--- config.mk ---
export PLATFORM = sky130hd
export DESIGN_NAME = wake_input_latch_control
export DESIGN_NICKNAME = d
export VERILOG_FILES = /design/src/wake_latch_pkg.sv /design/src/wake_input_latch_control.sv
export VERILOG_INCLUDE_DIRS = /design/src /design/src/src
export SDC_FILE = /design/constraint.sdc
export NUM_CORES = 1
export LEC_CHECK = 0
export BUFFER_PORTS_ARGS = -buffer_cell sky130_fd_sc_hd__buf_2
export CORE_ASPECT_RATIO = 0.5
export CORE_MARGIN = 2
export CORE_UTILIZATION = 53
export CTS_BUF_LIST = sky130_fd_sc_hd__clkbuf_8 sky130_fd_sc_hd__clkbuf_16
export DETAILED_ROUTE_END_ITERATION = 12
export PLACE_DENSITY = 0.92
export RECOVER_POWER = 50
export SYNTH_ARGS = -nofsm -noshare
export SYNTH_HDL_FRONTEND = slang
export SYNTH_SLANG_ARGS = --single-unit
--- constraint.sdc ---
create_clock -name clk_i -period 4.19 [get_ports clk_i]
set_input_delay 0.419 -clock clk_i [delete_from_list [all_inputs] [get_ports clk_i]]
set_output_delay 0.419 -clock clk_i [all_outputs]
set_load 0.005 [all_outputs]
--- src/wake_latch_map.svh ---
`ifndef WAKE_LATCH_MAP_SVH
`define WAKE_LATCH_MAP_SVH

// ****************************************
// Register offsets (byte addresses)
// ****************************************
`define WL_OFF_STATUS 8'h00
`define WL_OFF_ENABLE 8'h04
`define WL_OFF_CLEAR 8'h08
`define WL_OFF_POLARITY 8'h14
`define WL_OFF_IRQ_STATUS 8'h40
`define WL_OFF_IRQ_MASK 8'h44

// ****************************************
// Field positions
// ****************************************
`define WL_BIT_WEEKLY 16
`define WL_BIT_CLOCK 17

// ****************************************
// Reset values
// ****************************************
`define WL_ENABLE_RESET 32'h0000_0030
`define WL_POLARITY_RESET 32'h0000_0000
`define WL_IRQ_MASK_RESET 32'h0000_0000

`endif

--- src/wake_latch_pkg.sv ---
package wake_latch_pkg;

  typedef logic [31:0] bus_word_t;
  typedef logic [7:0] bus_addr_t;

endpackage

--- src/wake_input_latch_control.sv ---
// Functional notes
// - With the clock alarm latch enable set an alarm is held until cleared, otherwise it passes straight through.
// - With the weekly alarm latch enable set an alarm is held until cleared, otherwise it passes straight through.
// - Each wake input with its latch enable set is held until its clear bit is written, otherwise it passes through.
// - Wake inputs are latched after polarity: asserted low when the polarity bit is 0, high when it is 1.
// - Reset clears both alarm latch enables and loads the input latch enable field from the value 30h.
// - Writing one to the clock alarm clear bit resets the clock alarm latch.
// - While the clock alarm is asserted its latch stays set, beating any clear.
// - Writing one to the weekly alarm clear bit resets the weekly alarm latch.
// - While the weekly alarm is asserted its latch stays set, beating any clear.
// - Writing one to an input clear bit returns that input's latched status to one, the inactive level.
// - An asserted wake input overrides its clear, so the latch stays set.
// - The latch clear register is write-only and its read data carries no meaning.
// - An input whose polarity bit is zero is inverted first, so the latch sees an active-high equivalent.
// - With alarm latching enabled the alarm status bit goes to one on assertion and falls only by its clear write.
//
// Our own choice: the Wishbone interface to the registers.
module wake_input_latch_control
  import wake_latch_pkg::*;
#(
  parameter int NUM_INPUTS = 4
) (
  input wire logic clk_i,
  input wire logic nrst_i,
  input wire logic wb_cyc_i,
  input wire logic wb_stb_i,
  input wire logic wb_we_i,
  input wire bus_addr_t wb_adr_i,
  input wire logic [3:0] wb_sel_i,
  input wire bus_word_t wb_dat_i,
  output bus_word_t wb_dat_o,
  output logic wb_ack_o,
  input wire logic [NUM_INPUTS-1:0] wake_input_pin_i,
  input wire logic clock_alarm_i,
  input wire logic weekly_alarm_i,
  output logic [NUM_INPUTS-1:0] wake_input_status_o,
  output logic clock_alarm_status_o,
  output logic weekly_alarm_status_o,
  output logic irq_o
);

`include "wake_latch_map.svh"

  localparam int NS = NUM_INPUTS + 2;
  localparam int WK = NUM_INPUTS;
  localparam int CK = NUM_INPUTS + 1;

  if (NUM_INPUTS < 1 || NUM_INPUTS > 4) begin : g_bad_param
    $error("NUM_INPUTS must lie between 1 and 4");
  end

  // ****************************************
  // Layout helpers
  // ****************************************
  // Sources are ordered inputs, then weekly alarm, then clock alarm.
  function automatic logic [NS-1:0] unpack(input bus_word_t w);
    logic [NS-1:0] v;
    v = '0;
    v[NUM_INPUTS-1:0] = w[NUM_INPUTS-1:0];
    v[WK] = w[`WL_BIT_WEEKLY];
    v[CK] = w[`WL_BIT_CLOCK];
    return v;
  endfunction

  function automatic bus_word_t pack(input logic [NS-1:0] v);
    bus_word_t w;
    w = '0;
    w[NUM_INPUTS-1:0] = v[NUM_INPUTS-1:0];
    w[`WL_BIT_WEEKLY] = v[WK];
    w[`WL_BIT_CLOCK] = v[CK];
    return w;
  endfunction

  // ****************************************
  // Wishbone decode
  // ****************************************
  logic ack_q;
  bus_word_t rdata_q;
  wire req = wb_cyc_i & wb_stb_i & ~ack_q;
  wire wr = req & wb_we_i;
  wire rd = req & ~wb_we_i;
  wire [5:0] word_adr = wb_adr_i[7:2];
  wire hit_status = word_adr == `WL_OFF_STATUS >> 2;
  wire hit_enable = word_adr == `WL_OFF_ENABLE >> 2;
  wire hit_clear = word_adr == `WL_OFF_CLEAR >> 2;
  wire hit_pol = word_adr == `WL_OFF_POLARITY >> 2;
  wire hit_irq_st = word_adr == `WL_OFF_IRQ_STATUS >> 2;
  wire hit_irq_mask = word_adr == `WL_OFF_IRQ_MASK >> 2;
  wire bus_word_t lane_mask = {{8{wb_sel_i[3]}}, {8{wb_sel_i[2]}}, {8{wb_sel_i[1]}}, {8{wb_sel_i[0]}}};
  wire [NS-1:0] wr_bits = unpack(lane_mask);
  wire [NS-1:0] wr_vals = unpack(wb_dat_i & lane_mask);

  // Reserved bits are never stored, so writes to them vanish.
  wire [NS-1:0] clr_vec = (wr & hit_clear) ? (wr_bits & wr_vals) : '0;

  // ****************************************
  // Configuration registers
  // ****************************************
  logic [NS-1:0] le_q;
  logic [NUM_INPUTS-1:0] pol_q;
  logic [NS-1:0] mask_q;

  always_ff @(posedge clk_i or negedge nrst_i) begin
    if (!nrst_i) begin
      le_q <= unpack(`WL_ENABLE_RESET);
      pol_q <= NUM_INPUTS'(`WL_POLARITY_RESET);
      mask_q <= unpack(`WL_IRQ_MASK_RESET);
    end else begin
      if (wr && hit_enable) begin
        le_q <= (le_q & ~wr_bits) | (wr_bits & wr_vals);
      end
      if (wr && hit_pol) begin
        pol_q <= (pol_q & ~wr_bits[NUM_INPUTS-1:0]) | (wr_bits[NUM_INPUTS-1:0] & wr_vals[NUM_INPUTS-1:0]);
      end
      if (wr && hit_irq_mask) begin
        mask_q <= (mask_q & ~wr_bits) | (wr_bits & wr_vals);
      end
    end
  end

  // ****************************************
  // Input synchronisers and polarity
  // ****************************************
  // Pins and alarms come from other domains, so two flops guard each one.
  logic [NS-1:0] sync1_q;
  logic [NS-1:0] sync2_q;
  wire [NS-1:0] raw = {clock_alarm_i, weekly_alarm_i, wake_input_pin_i};
  // Flops reset to the idle level of each source under reset polarity, so no false event follows reset.
  localparam logic [NS-1:0] SYNC_IDLE = {2'b00, {NUM_INPUTS{1'b1}}};

  always_ff @(posedge clk_i or negedge nrst_i) begin
    if (!nrst_i) begin
      sync1_q <= SYNC_IDLE;
      sync2_q <= SYNC_IDLE;
    end else begin
      sync1_q <= raw;
      sync2_q <= sync1_q;
    end
  end

  // Active-high assertion per source; pin equal to its polarity bit means asserted.
  wire [NS-1:0] act = {sync2_q[CK], sync2_q[WK], ~(sync2_q[NUM_INPUTS-1:0] ^ pol_q)};

  // ****************************************
  // Latches, one per source
  // ****************************************
  logic [NS-1:0] latch_q;
  logic [NS-1:0] eff;
  logic [NS-1:0] eff_q;
  logic [NS-1:0] act_q;

  for (genvar g = 0; g < NS; g++) begin : g_latch
    // The live source wins over a clear in the same cycle.
    wire set_d = act[g] | (le_q[g] & latch_q[g] & ~clr_vec[g]);
    // A disabled latch follows the source, so no stale event survives enabling.
    assign eff[g] = le_q[g] ? latch_q[g] : act[g];

    always_ff @(posedge clk_i or negedge nrst_i) begin
      if (!nrst_i) begin
        latch_q[g] <= 1'b0;
      end else begin
        latch_q[g] <= set_d;
      end
    end
  end

  always_ff @(posedge clk_i or negedge nrst_i) begin
    if (!nrst_i) begin
      eff_q <= '0;
      act_q <= '0;
    end else begin
      eff_q <= eff;
      act_q <= act;
    end
  end

  // Input status is active low, alarm status active high.
  assign wake_input_status_o = ~eff_q[NUM_INPUTS-1:0];
  assign weekly_alarm_status_o = eff_q[WK];
  assign clock_alarm_status_o = eff_q[CK];

  // ****************************************
  // Interrupt status
  // ****************************************
  logic [NS-1:0] irq_st_q;
  wire [NS-1:0] rise = act & ~act_q;
  wire irq_read = rd & hit_irq_st;

  // A new event in the reading cycle survives the clear.
  always_ff @(posedge clk_i or negedge nrst_i) begin
    if (!nrst_i) begin
      irq_st_q <= '0;
    end else begin
      irq_st_q <= rise | (irq_read ? '0 : irq_st_q);
    end
  end

  assign irq_o = |(irq_st_q & mask_q);

  // ****************************************
  // Read data and acknowledge
  // ****************************************
  wire bus_word_t status_word = pack({eff_q[CK], eff_q[WK], ~eff_q[NUM_INPUTS-1:0]});
  // The clear register reads as zero; software gets nothing useful there.
  wire bus_word_t rd_mux = hit_status ? status_word :
                           hit_enable ? pack(le_q) :
                           hit_pol ? bus_word_t'(pol_q) :
                           hit_irq_st ? pack(irq_st_q) :
                           hit_irq_mask ? pack(mask_q) : '0;

  always_ff @(posedge clk_i or negedge nrst_i) begin
    if (!nrst_i) begin
      ack_q <= 1'b0;
      rdata_q <= '0;
    end else begin
      ack_q <= req;
      rdata_q <= rd ? rd_mux : '0;
    end
  end

  assign wb_ack_o = ack_q;
  assign wb_dat_o = rdata_q;
endmodule

# After elaboration in Yosys (flattened, before gate mapping)

Index checks and enable logic that the tools add are counted.

Register bits after elaboration: 85
Output and inout bits: 40

Equality and inequality tests: 5
Mux-type cells: 14
Bitwise gates (word level): 50
Reduce and logical (&&, ||, !) cells: 5

Operators by type and width:

| kind                                                | number |
|---|---|
| 2-to-1 mux 32 bit                                   | 4 |
| 2-to-1 mux 18 bit                                   | 2 |
| AND 6 bit                                           | 5 |
| AND 1 bit                                           | 18 |
| AND 18 bit                                          | 1 |
| bitwise OR 6 bit                                    | 3 |
| equality test 6 x 5 -> 1 bit, second input constant | 2 |
| 2-to-1 mux 6 bit                                    | 2 |
| NOT 4 bit                                           | 3 |
| NOT 6 bit                                           | 2 |
| AND 4 bit                                           | 2 |
| NOT 1 bit                                           | 8 |
| equality test 6 x 1 -> 1 bit, second input constant | 1 |
| equality test 6 x 2 -> 1 bit, second input constant | 1 |
| equality test 6 x 3 -> 1 bit, second input constant | 1 |
| zero test 6 bit                                     | 1 |
| 2-to-1 mux 1 bit                                    | 6 |
| bitwise OR 1 bit                                    | 6 |
| OR reduction 6 bit                                  | 1 |
| bitwise OR 4 bit                                    | 1 |
| XOR 4 bit                                           | 1 |
| logical AND 1 bit                                   | 3 |

# Depth between registers and ports, before layout

Gate-level depths: netlist of the first run.

Depth in word-level cells: 8
Depth in mapped cells: 6

# Worst setup path before layout of the first run

No wires, ideal clock.

Path type: input-to-reg
Start point: input port wb_adr_i[2]
End point: register with a tool-made name
Library setup time: 0.125 ns
Data arrival time: 1.789 ns
Data required time: 4.065 ns
Path slack: 2.276 ns
Cell stages on the path: 6
Path buffers: 2
Cell sequence: buf_2 or4b_4 nor2_4 and3_1 buf_2 mux2_2

RTL lines:

| element         | line                           | source |
|---|---|---|
| start, declared | wake_input_latch_control.sv:28 | `input wire bus_addr_t wb_adr_i,` |

# Worst setup path after layout of the first run

Start point: register ack_q (netlist: wb_ack_o)
End point: register irq_st_q[5]

Word-level cells in the longest chain between the ends: 6

Ends and longest elaborated chain:

| element                | line                            | source |
|---|---|---|
| start, declared        | wake_input_latch_control.sv:77  | `logic ack_q;` |
| start signal, assigned | wake_input_latch_control.sv:216 | `ack_q <= req;` |
| NOT 1 bit              | wake_input_latch_control.sv:79  | `wire req = wb_cyc_i & wb_stb_i & ~ack_q;` |
| AND 1 bit              | wake_input_latch_control.sv:79  |  |
| net req                | wake_input_latch_control.sv:79  |  |
| AND 1 bit              | wake_input_latch_control.sv:81  | `wire rd = req & ~wb_we_i;` |
| AND 1 bit              | wake_input_latch_control.sv:187 | `wire irq_read = rd & hit_irq_st;` |
| 2-to-1 mux 6 bit       | wake_input_latch_control.sv:194 | `irq_st_q <= rise \| (irq_read ? '0 : irq_st_q);` |
| bitwise OR 6 bit       | wake_input_latch_control.sv:194 |  |
| end signal, assigned   | wake_input_latch_control.sv:194 |  |
| end, declared          | wake_input_latch_control.sv:185 | `logic [NS-1:0] irq_st_q;` |

The timed path passes the listed nets, and every way through them passes these cells.
A chain may end at the register's enable or synchronous reset.

==> results by group, run 1 <==
Critical path
  • Crit-path cells: and3b_1 > nor2b_1 > nand3_1 > a22o_1
  • Worst Path Arrival: 2.17 ns
  • RR Endpoint: irq_st_q[5]
  • Setup crit end kind: register
  • R2r setup slk: 2.25 ns
  • Critical path class: reg -> reg
  • Critical path startpoint category: register
  • Largest fanout on the critical path: 7
  • Largest stage delay, worst path: 0.50 ns
  • Worst path slowest cell: nor2b_1
  • Worst r2r path cells: 4
  • Reg-to-reg startpoint: wb_ack_o
  • Worst EP required: 4.42 ns

Power
  • Leakage: 1.49 nW
  • Power Dens Cells: 421 mW/mm^2
  • Clock Power Share: 46.2%
  • Sw frac: 21.7%
  • Max VDD drop: 251 uV
  • Net Sw Power: 273 uW
  • Int Pwr: 985 uW
  • Gate power share: 5.9%
  • Overall power: 1.26 mW
  • Seq pwr share: 47.9%

Synth
  • Synth Area in Compound Gates: 10.1%
  • Top_reg_cell synth: dfrtp_1
  • Synth Warn #: 0
  • Mapped cell area: 0.00260 sq mm
  • Simple-Gate Fraction of Synth Area: 10.6%
  • Post-Syn Instances: 211
  • Largest family of logic cells by synthesized area: multiplexers
  • Sequential area share after synthesis: 57.2%
  • Post-synthesis mux area share: 10.7%
  • Post-synthesis xor/xnor area fraction: 1.35%
  • Yosys reg bits: 59
  • EDFF count, synth: 0
  • Adder-cell share of the synthesized area: 0%
  • Post-synth ARST share: 100%
  • Library cells used by synthesis: 35
  • Syn Area/Cell: 12.3 sq um

Global routing
  • Overall Global Routing Usage: 20.1%
  • GRT Max-Usage Layer: met2
  • GRT overflow: 0
  • Initial antenna violation count: 0
  • First-pass GRT wire length: 7.79 mm
  • Met1 GRT Util: 24.2%
  • Met2 Resource Use GR: 32.0%
  • Pin count of the biggest net entering global routing: 60
  • Number of global-route vias before repair: 1,699
  • Met3 Usage GRT: 8.72%

CTS
  • Clock Latency Late Sink: 0.34 ns
  • Post-CTS Resized: 0
  • CTS buffer count: 9
  • Post-CTS setup buffer count: 0
  • Clk sinks: 59
  • Hold Buf Count CTS: 0
  • H-tree levels: 3
  • Clock Tree Root: clkbuf_8
  • CTS tree: built
  • Clock-pin slew on the worst setup and hold paths: 0.06 ns
  • CTS Buffer Depth: 2

Cells and area
  • Post-layout nets: 311
  • Synth-to-layout area growth: 14.8%
  • Cell area after layout: 0.00298 sq mm
  • Fill cell count: 316
  • Register Area: 0.00149 sq mm
  • Multi-input gate area: 950 sq um
  • Share of layout cells above drive strength 1: 33.7%
  • N_diodes: 0

Detailed routing
  • Initial DRC count: 105
  • Vias per cell: 5.24
  • Vias post-DR: 1,714
  • # DRC: 0
  • Avg WL per Cell: 15.1 microns
  • Detail Route Antenna Nets: 0
  • 1st-pass router iterations: 4
  • Final WL: 4.93 mm

Die
  • Initial Util: 57.1%
  • IO Count: 95
  • DIE WIDTH: 103 microns
  • Core area: 0.00455 sq mm
  • # rows: 17
  • DIE HEIGHT: 53.5 microns
  • Die area: 0.00551 sq mm

Timing
  • Final Max Tran Viols: 0
  • Rel. slew slack: 52.4%
  • Tmin final: 1.94 ns
  • Setup ws final: 2.25 ns
  • RSZ-0062 raised after global routing: no
  • Final Hold Vio Count: 0
  • Achievable frequency: 515 MHz
  • Worst-Margin Slew: 0.714 ns
  • Final period util: 46.3%
  • Final setup viols: 0
  • Setup TNS: 0 ns
  • Clk_skew: 0.00923 ns

Placed design
  • Hpwl dp: 3.37 mm
  • Pre-CTS setup slack: 1.99 ns
  • GPL Wtd Cong: 0.894
  • IO buf count: 38
  • Placed cell area: 0.00276 sq mm

Run status
  • Outcome: completed

Hold path
  • Hold Path Stages: 1
  • Hold Path Sink: sync1_q[1]
  • Worst hold start: wake_input_pin_i[1]
  • Hold WC Path Type: in -> reg

Job
  • Number of max-cap violations: 0
cells in the final DEF, fill, tap and decap left out, types with 3 or more instances in the layout:
| cell | instances |
|---|---|
| dfrtp_1 | 51 |
| buf_2 | 38 |
| conb_1 | 26 |
| mux2_2 | 16 |
| inv_1 | 11 |
| nand2_1 | 11 |
| clkbuf_8 | 11 |
| a22oi_1 | 9 |
| dfstp_2 | 8 |
| nand3_1 | 7 |
| o21ai_0 | 7 |
| a21o_1 | 7 |
| nor2_1 | 6 |
| mux2_1 | 6 |
| nand2b_1 | 5 |
| xor2_1 | 4 |
| o2bb2ai_1 | 4 |
| a21oi_1 | 3 |
| mux2i_1 | 3 |
| o21a_1 | 3 |
| clkinv_2 | 3 |
worst max-delay path, delay by kind of cell, from the launching register on:
| family | cells | cell delay [ns] |
|---|---|---|
| simple gates | 3 | 1.14 |
| flops | 1 | 0.38 |
| compound gates | 1 | 0.30 |
through the flow:
stage / utilization, % / hold WS, ns / instances
floorplan: - / 0.123 / 236
global placement: 60.6 / 0.334 / 311
detailed placement: 60.6 / 0.336 / 311
CTS: 65.6 / 0.170 / 327
global route: 65.6 / 0.158 / 327
finish: 65.6 / 0.177 / 327
synth_stat cells (5+ instances only):
cell,count,area share [%]
mux2_1,6,2.6
nand2b_1,5,1.2
buf_4,26,7.5
dfstp_2,8,8.1
nor2_1,6,0.87
nand3_1,7,1.3
mux2_2,16,6.9
a22oi_1,9,2.6
dfrtp_1,51,49
nand2_1,11,1.6
a21o_1,7,2.0
inv_1,11,1.6
o21ai_0,7,1.3
area by class of cell:
class / count / area share, %
Sequential cell: 59 / 49.8
Multi-Input combinational cell: 136 / 31.8
Timing Repair Buffer: 39 / 6.62
Clock buffer: 11 / 5.07
Tap cell: 66 / 2.77
Clock inverter: 5 / 2.52
Inverter: 11 / 1.38
worst max-delay path by stage:
stage	start	endpoint	slack, ns	cells after the start
finish	wb_ack_o	irq_st_q[5]	2.25	4
global route	wb_ack_o	irq_st_q[5]	2.16	4
CTS	wb_ack_o	irq_st_q[5]	2.25	4
detailed placement	wb_adr_i[4]	latch_q[3]	1.99	5
global placement	wb_adr_i[4]	latch_q[2]	2.03	5
floorplan	wb_adr_i[2]	register	2.28	6
cells by family (layout without fill, tap and decap cells):
kind of cell | count (synthesis) | in the layout
other | 1 | 26
AO/OA/AOI/OAI | 37 | 37
XOR/XNOR | 4 | 4
flip-flops | 59 | 59
buffers and inverters | 41 | 66
AND/OR/NAND/NOR | 44 | 44
multiplexers | 25 | 25
layer usage:
metal  up-vias  part of all wire (%)
li1        770                     -
met1       839                    41
met2        99                    48
met3         6                   9.9
met4         0                  0.93
met5         -                     0
power groups by stage:
stage / Sequential, mW / Clock (mW) / Combinational (mW)
4_1_cts: 0.603 / 0.586 / 0.0751
6_report: 0.602 / 0.581 / 0.0747
3_5_place_dp: 0.612 / 0 / 0.0742
2_1_floorplan: 0.610 / 0 / 0.0536
3_3_place_gp: 0.611 / 0 / 0.0719
5_1_grt: 0.604 / 0.620 / 0.0858
No activity file was read; power rests on OpenSTA's default activity.
==> run 2, diff against run 1 <==
CORE_UTILIZATION = 44   (was 53)
PLACE_DENSITY = 0.82   (was 0.92)
clock period = 1.6 ns   (was 4.19 ns; I/O delays follow)
==> results by group, run 2 (synthesis gave the netlist of run 1 again) <==
Detailed routing
  • Initial DRC count: 147
  • 1st-pass router iterations: 4
  • Detail Route Antenna Nets: 0
  • Vias post-DR: 1,808
  • Avg WL per Cell: 15.4 microns
  • # DRC: 0
  • Vias per cell: 5.04
  • Final WL: 5.52 mm

Critical path
  • Worst Path Arrival: 1.74 ns
  • R2r setup slk: 0.06 ns
  • Critical path startpoint category: register
  • Critical path class: reg -> reg
  • Reg-to-reg startpoint: wb_ack_o
  • Setup crit end kind: register
  • Worst EP required: 1.81 ns
  • Crit path from: wb_ack_o
  • Largest fanout on the critical path: 4
  • Worst r2r path cells: 4

Cells and area
  • Post-layout nets: 336
  • Share of layout cells above drive strength 1: 37.4%
  • Commonest non-fill, non-tap cell in the layout: dfrtp_1
  • Synth-to-layout area growth: 27.6%
  • N_diodes: 0
  • Commonest cells after routing, fill and taps aside: dfrtp_1 (51), buf_2 (38), conb_1 (26), buf_4 (18), mux2_2 (16)
  • Fin util: 59.4%

Timing
  • Achievable frequency: 651 MHz
  • WHS: 0.0898 ns
  • Final period util: 96.0%
  • Setup TNS: 0 ns
  • RSZ-0062 raised after global routing: no
  • Final Max Tran Viols: 0
  • Rel. slew slack: 48.2%
  • Worst-Margin Slew: 0.777 ns
  • Final setup viols: 0
  • Tmin final: 1.54 ns
  • Final Hold Vio Count: 0
  • Clk_skew: 0.00619 ns

Power
  • Seq pwr share: 40.7%
  • Net Sw Power: 790 uW
  • Power Dens Cells: 1170 mW/mm^2
  • Int Pwr: 3.09 mW
  • Clock Power Share: 53.2%
  • Sw frac: 20.3%
  • Leakage: 1.66 nW
  • Gate power share: 6.1%
  • Max VDD drop: 648 uV

Run status
  • Outcome: completed

Job
  • Number of max-cap violations: 0

Die
  • Core area: 0.00559 sq mm
  • # rows: 19
  • Initial Util: 46.5%
  • DIE WIDTH: 113 microns
  • DIE HEIGHT: 58.3 microns
  • Die area: 0.00657 sq mm
  • IO Count: 95

Hold path
  • Hold WC Path Type: in -> reg
  • Worst hold start: wb_dat_i[16]

CTS
  • Clock-pin slew on the worst setup and hold paths: 0.05 ns
  • H-tree levels: 3
  • CTS buffer count: 9
  • Clk sinks: 59
  • Clock Latency Late Sink: 0.33 ns
  • Clock Tree Root: clkbuf_16
  • CTS tree: built
  • Post-CTS setup buffer count: 0
  • CTS Buffer Depth: 2

Global routing
  • GRT overflow: 0
  • Overall Global Routing Usage: 18.3%
  • Initial antenna violation count: 0
  • Pin count of the biggest net entering global routing: 60
  • Number of global-route vias before repair: 1,837
  • First-pass GRT wire length: 8.84 mm

Placed design
  • IO buf count: 38
  • GPL Wtd Cong: 0.815
  • Hpwl dp: 3.75 mm
## run 2: worst min path at each step
stage	to	slack (ns)	depth (start not counted)
2_1_floorplan	async pin	-0.14	0
3_3_place_gp	sync1_q[4]	0.18	2
4_1_cts	register	0.08	2
6_report	register	0.09	2
5_1_grt	register	0.09	2
3_5_place_dp	async pin	0.19	2
## run 2: power groups by stage
stage	clock network [mW]	logic, mW	registers, mW
after global routing	2.18	0.262	1.59
after detailed placement	0	0.223	1.60
after global placement	0	0.217	1.60
after CTS	2.10	0.241	1.58
final	2.07	0.236	1.58
after floorplan	0	0.142	1.60
## run 2: layout make-up
cell class                      count  area [sq um]
Fill cell                         397          2270
Sequential cell                    59          1490
Multi-Input combinational cell    136           965
Timing Repair Buffer               64           403
Clock buffer                       11           253
Tap cell                           73          91.3
Clock inverter                      5          76.3
Inverter                           11          41.3
## run 2: through the flow
stage / cells / setup slack, ns / area [sq um] / power, mW
4_1_cts: 359 / 0.0351 / 3320 / 3.92
3_5_place_dp: 336 / -0.174 / 2910 / 1.83
2_1_floorplan: 236 / -0.0158 / 2700 / 1.74
3_3_place_gp: 336 / -0.158 / 2910 / 1.82
6_report: 359 / 0.0638 / 3320 / 3.88
5_1_grt: 359 / 0.00247 / 3320 / 4.03
## run 2: repair_timing
action / CTS / global route
endpoints found under the setup margin: 6 / 4
hold buffers: 7 / 0
endpoints found under the hold margin: 57 / 0
resized for setup: 2 / 1
pin swaps: 0 / 1
## run 2: worst max-delay path, cell delays in order, from the launching register on
cell and delay, ns:
dfrtp_1 0.38, nand4b_1 0.22, nor2_1 0.17, and3_2 0.29, mux2_2 0.35
## run 2: metal layers
metal,track usage [%],up-vias,part of all wire (%)
met4,6.79,0,1.5
met1,21.4,890,41
li1,-,822,-
met3,8.03,8,8.1
met5,0,-,0
met2,30.5,88,49
==> run 3, diff against run 2 <==
CTS_BUF_LIST = default   (was sky130_fd_sc_hd__clkbuf_8 sky130_fd_sc_hd__clkbuf_16)
==> results by group, run 3 (synthesis gave the netlist of run 1 again) <==
Run status
  • Outcome: completed

CTS
  • Post-CTS setup buffer count: 0
  • CTS buffer count: 9
  • CTS Buffer Depth: 2
  • CTS tree: built
  • H-tree levels: 3
  • Clock-pin slew on the worst setup and hold paths: 0.05 ns
  • Clock Tree Root: clkbuf_16
  • Clock Latency Late Sink: 0.33 ns
  • Clk sinks: 59

Die
  • Initial Util: 46.5%
  • Core area: 0.00559 sq mm
  • DIE HEIGHT: 58.3 microns
  • Die area: 0.00657 sq mm
  • IO Count: 95
  • DIE WIDTH: 113 microns
  • # rows: 19

Critical path
  • Worst path slowest cell: dfrtp_1
  • Critical path class: reg -> reg
  • Worst Path Buf+Inv: 0
  • Worst EP required: 1.81 ns
  • Largest stage delay, worst path: 0.38 ns
  • Critical path startpoint category: register
  • Setup crit end kind: register
  • R2r setup slk: 0.06 ns
  • Reg-to-reg startpoint: wb_ack_o
  • Crit-path cells: nand4b_1 > nor2_1 > and3_2 > mux2_2
  • Worst Path Arrival: 1.74 ns
  • Worst r2r path cells: 4
  • Largest fanout on the critical path: 4
  • Crit-path leading delay family: simple AND/OR/NAND/NOR gates

Detailed routing
  • Vias per cell: 5.02
  • Detail Route Antenna Nets: 0
  • Avg WL per Cell: 15.4 microns
  • Final WL: 5.52 mm
  • Vias post-DR: 1,801
  • # DRC: 0
  • Initial DRC count: 147
  • 1st-pass router iterations: 4

Job
  • Number of max-cap violations: 0

Placed design
  • Hpwl dp: 3.75 mm
  • IO buf count: 38
  • Placed Instances: 336
  • Pre-CTS setup slack: -0.174 ns
  • GPL Wtd Cong: 0.815

Cells and area
  • Synth-to-layout area growth: 27.6%
  • Non-Filler Instances: 359
  • Fill cell count: 397
  • Commonest cells after routing, fill and taps aside: dfrtp_1 (51), buf_2 (38), conb_1 (26), buf_4 (18), mux2_2 (16)
  • Commonest non-fill, non-tap cell in the layout: dfrtp_1
  • Post-layout nets: 336
  • Register Area: 0.00149 sq mm
  • Multi-input gate area: 965 sq um
  • Share of layout cells above drive strength 1: 37.4%
  • N_diodes: 0

Global routing
  • GRT overflow: 0
  • Initial antenna violation count: 0
  • Number of global-route vias before repair: 1,837
  • First-pass GRT wire length: 8.84 mm
  • Overall Global Routing Usage: 18.3%
  • Pin count of the biggest net entering global routing: 60

Timing
  • Rel. slew slack: 48.2%
  • Final period util: 96.0%
  • Final Max Tran Viols: 0
  • Setup ws final: 0.0643 ns
  • Worst-Margin Slew: 0.777 ns
  • Final Hold Vio Count: 0
  • Clk_skew: 0.00603 ns
  • Achievable frequency: 651 MHz
  • Tmin final: 1.54 ns
  • RSZ-0062 raised after global routing: no
  • Final setup viols: 0

Power
  • Max VDD drop: 647 uV
  • Leakage: 1.65 nW
  • Power Dens Cells: 1170 mW/mm^2

Hold path
  • Hold WC Path Type: in -> reg
  • Worst hold start: wb_dat_i[17]
  • Hold Path Stages: 2
## run 3: worst max path at each step
stage | endpoint | cells after the start | startpoint
after floorplan | register | 6 | wb_adr_i[2]
after global placement | wb_dat_o[17] | 5 | wb_adr_i[5]
after detailed placement | wb_dat_o[17] | 5 | wb_adr_i[5]
after CTS | irq_st_q[5] | 4 | wb_ack_o
after global routing | register | 5 | wb_ack_o
final | register | 4 | wb_ack_o
## run 3: cell type report
cell class,count,area share (%)
tap,73,2.75
clock inverter,4,2.19
timing repair buffer,64,12.2
clock buffer,12,7.74
sequential,59,44.8
multi-input combinational,136,29.1
inverter,11,1.25
## run 3: layer usage
metal | global-route usage, % | vias to the layer above | routed length (microns)
li1 | - | 823 | -
met1 | 21.4 | 888 | 2310
met2 | 30.5 | 82 | 2710
met3 | 8.03 | 8 | 424
met4 | 6.79 | 0 | 81
met5 | 0 | - | 0
## run 3: timing repair
item / in CTS / in global routing
endpoints found under the setup margin: 6 / 4
pin swaps: 0 / 1
endpoints found under the hold margin: 57 / 0
hold buffers: 7 / 0
resized for setup: 2 / 1
## run 3: where the power goes
part	switching [mW]	internal (mW)	total, mW
registers	0.0277	1.55	1.58
clock network	0.630	1.44	2.07
logic	0.131	0.104	0.236
## run 3: stage by stage
step,utilization (%),power (mW),hold WS [ns],area [sq um],setup TNS (ns)
floorplan,-,1.74,-0.136,2700,-0.0632
global placement,52.2,1.82,0.180,2910,-2.45
detailed placement,52.2,1.83,0.186,2910,-2.99
CTS,59.5,3.93,0.0833,3320,0
global route,59.4,4.04,0.0863,3320,0
finish,59.4,3.89,0.0900,3320,0
## run 3: worst reg2reg max path: stages, from the launching register on
cell      delay, ns
dfrtp_1        0.38
nand4b_1       0.22
nor2_1         0.17
and3_2         0.29
mux2_2         0.35
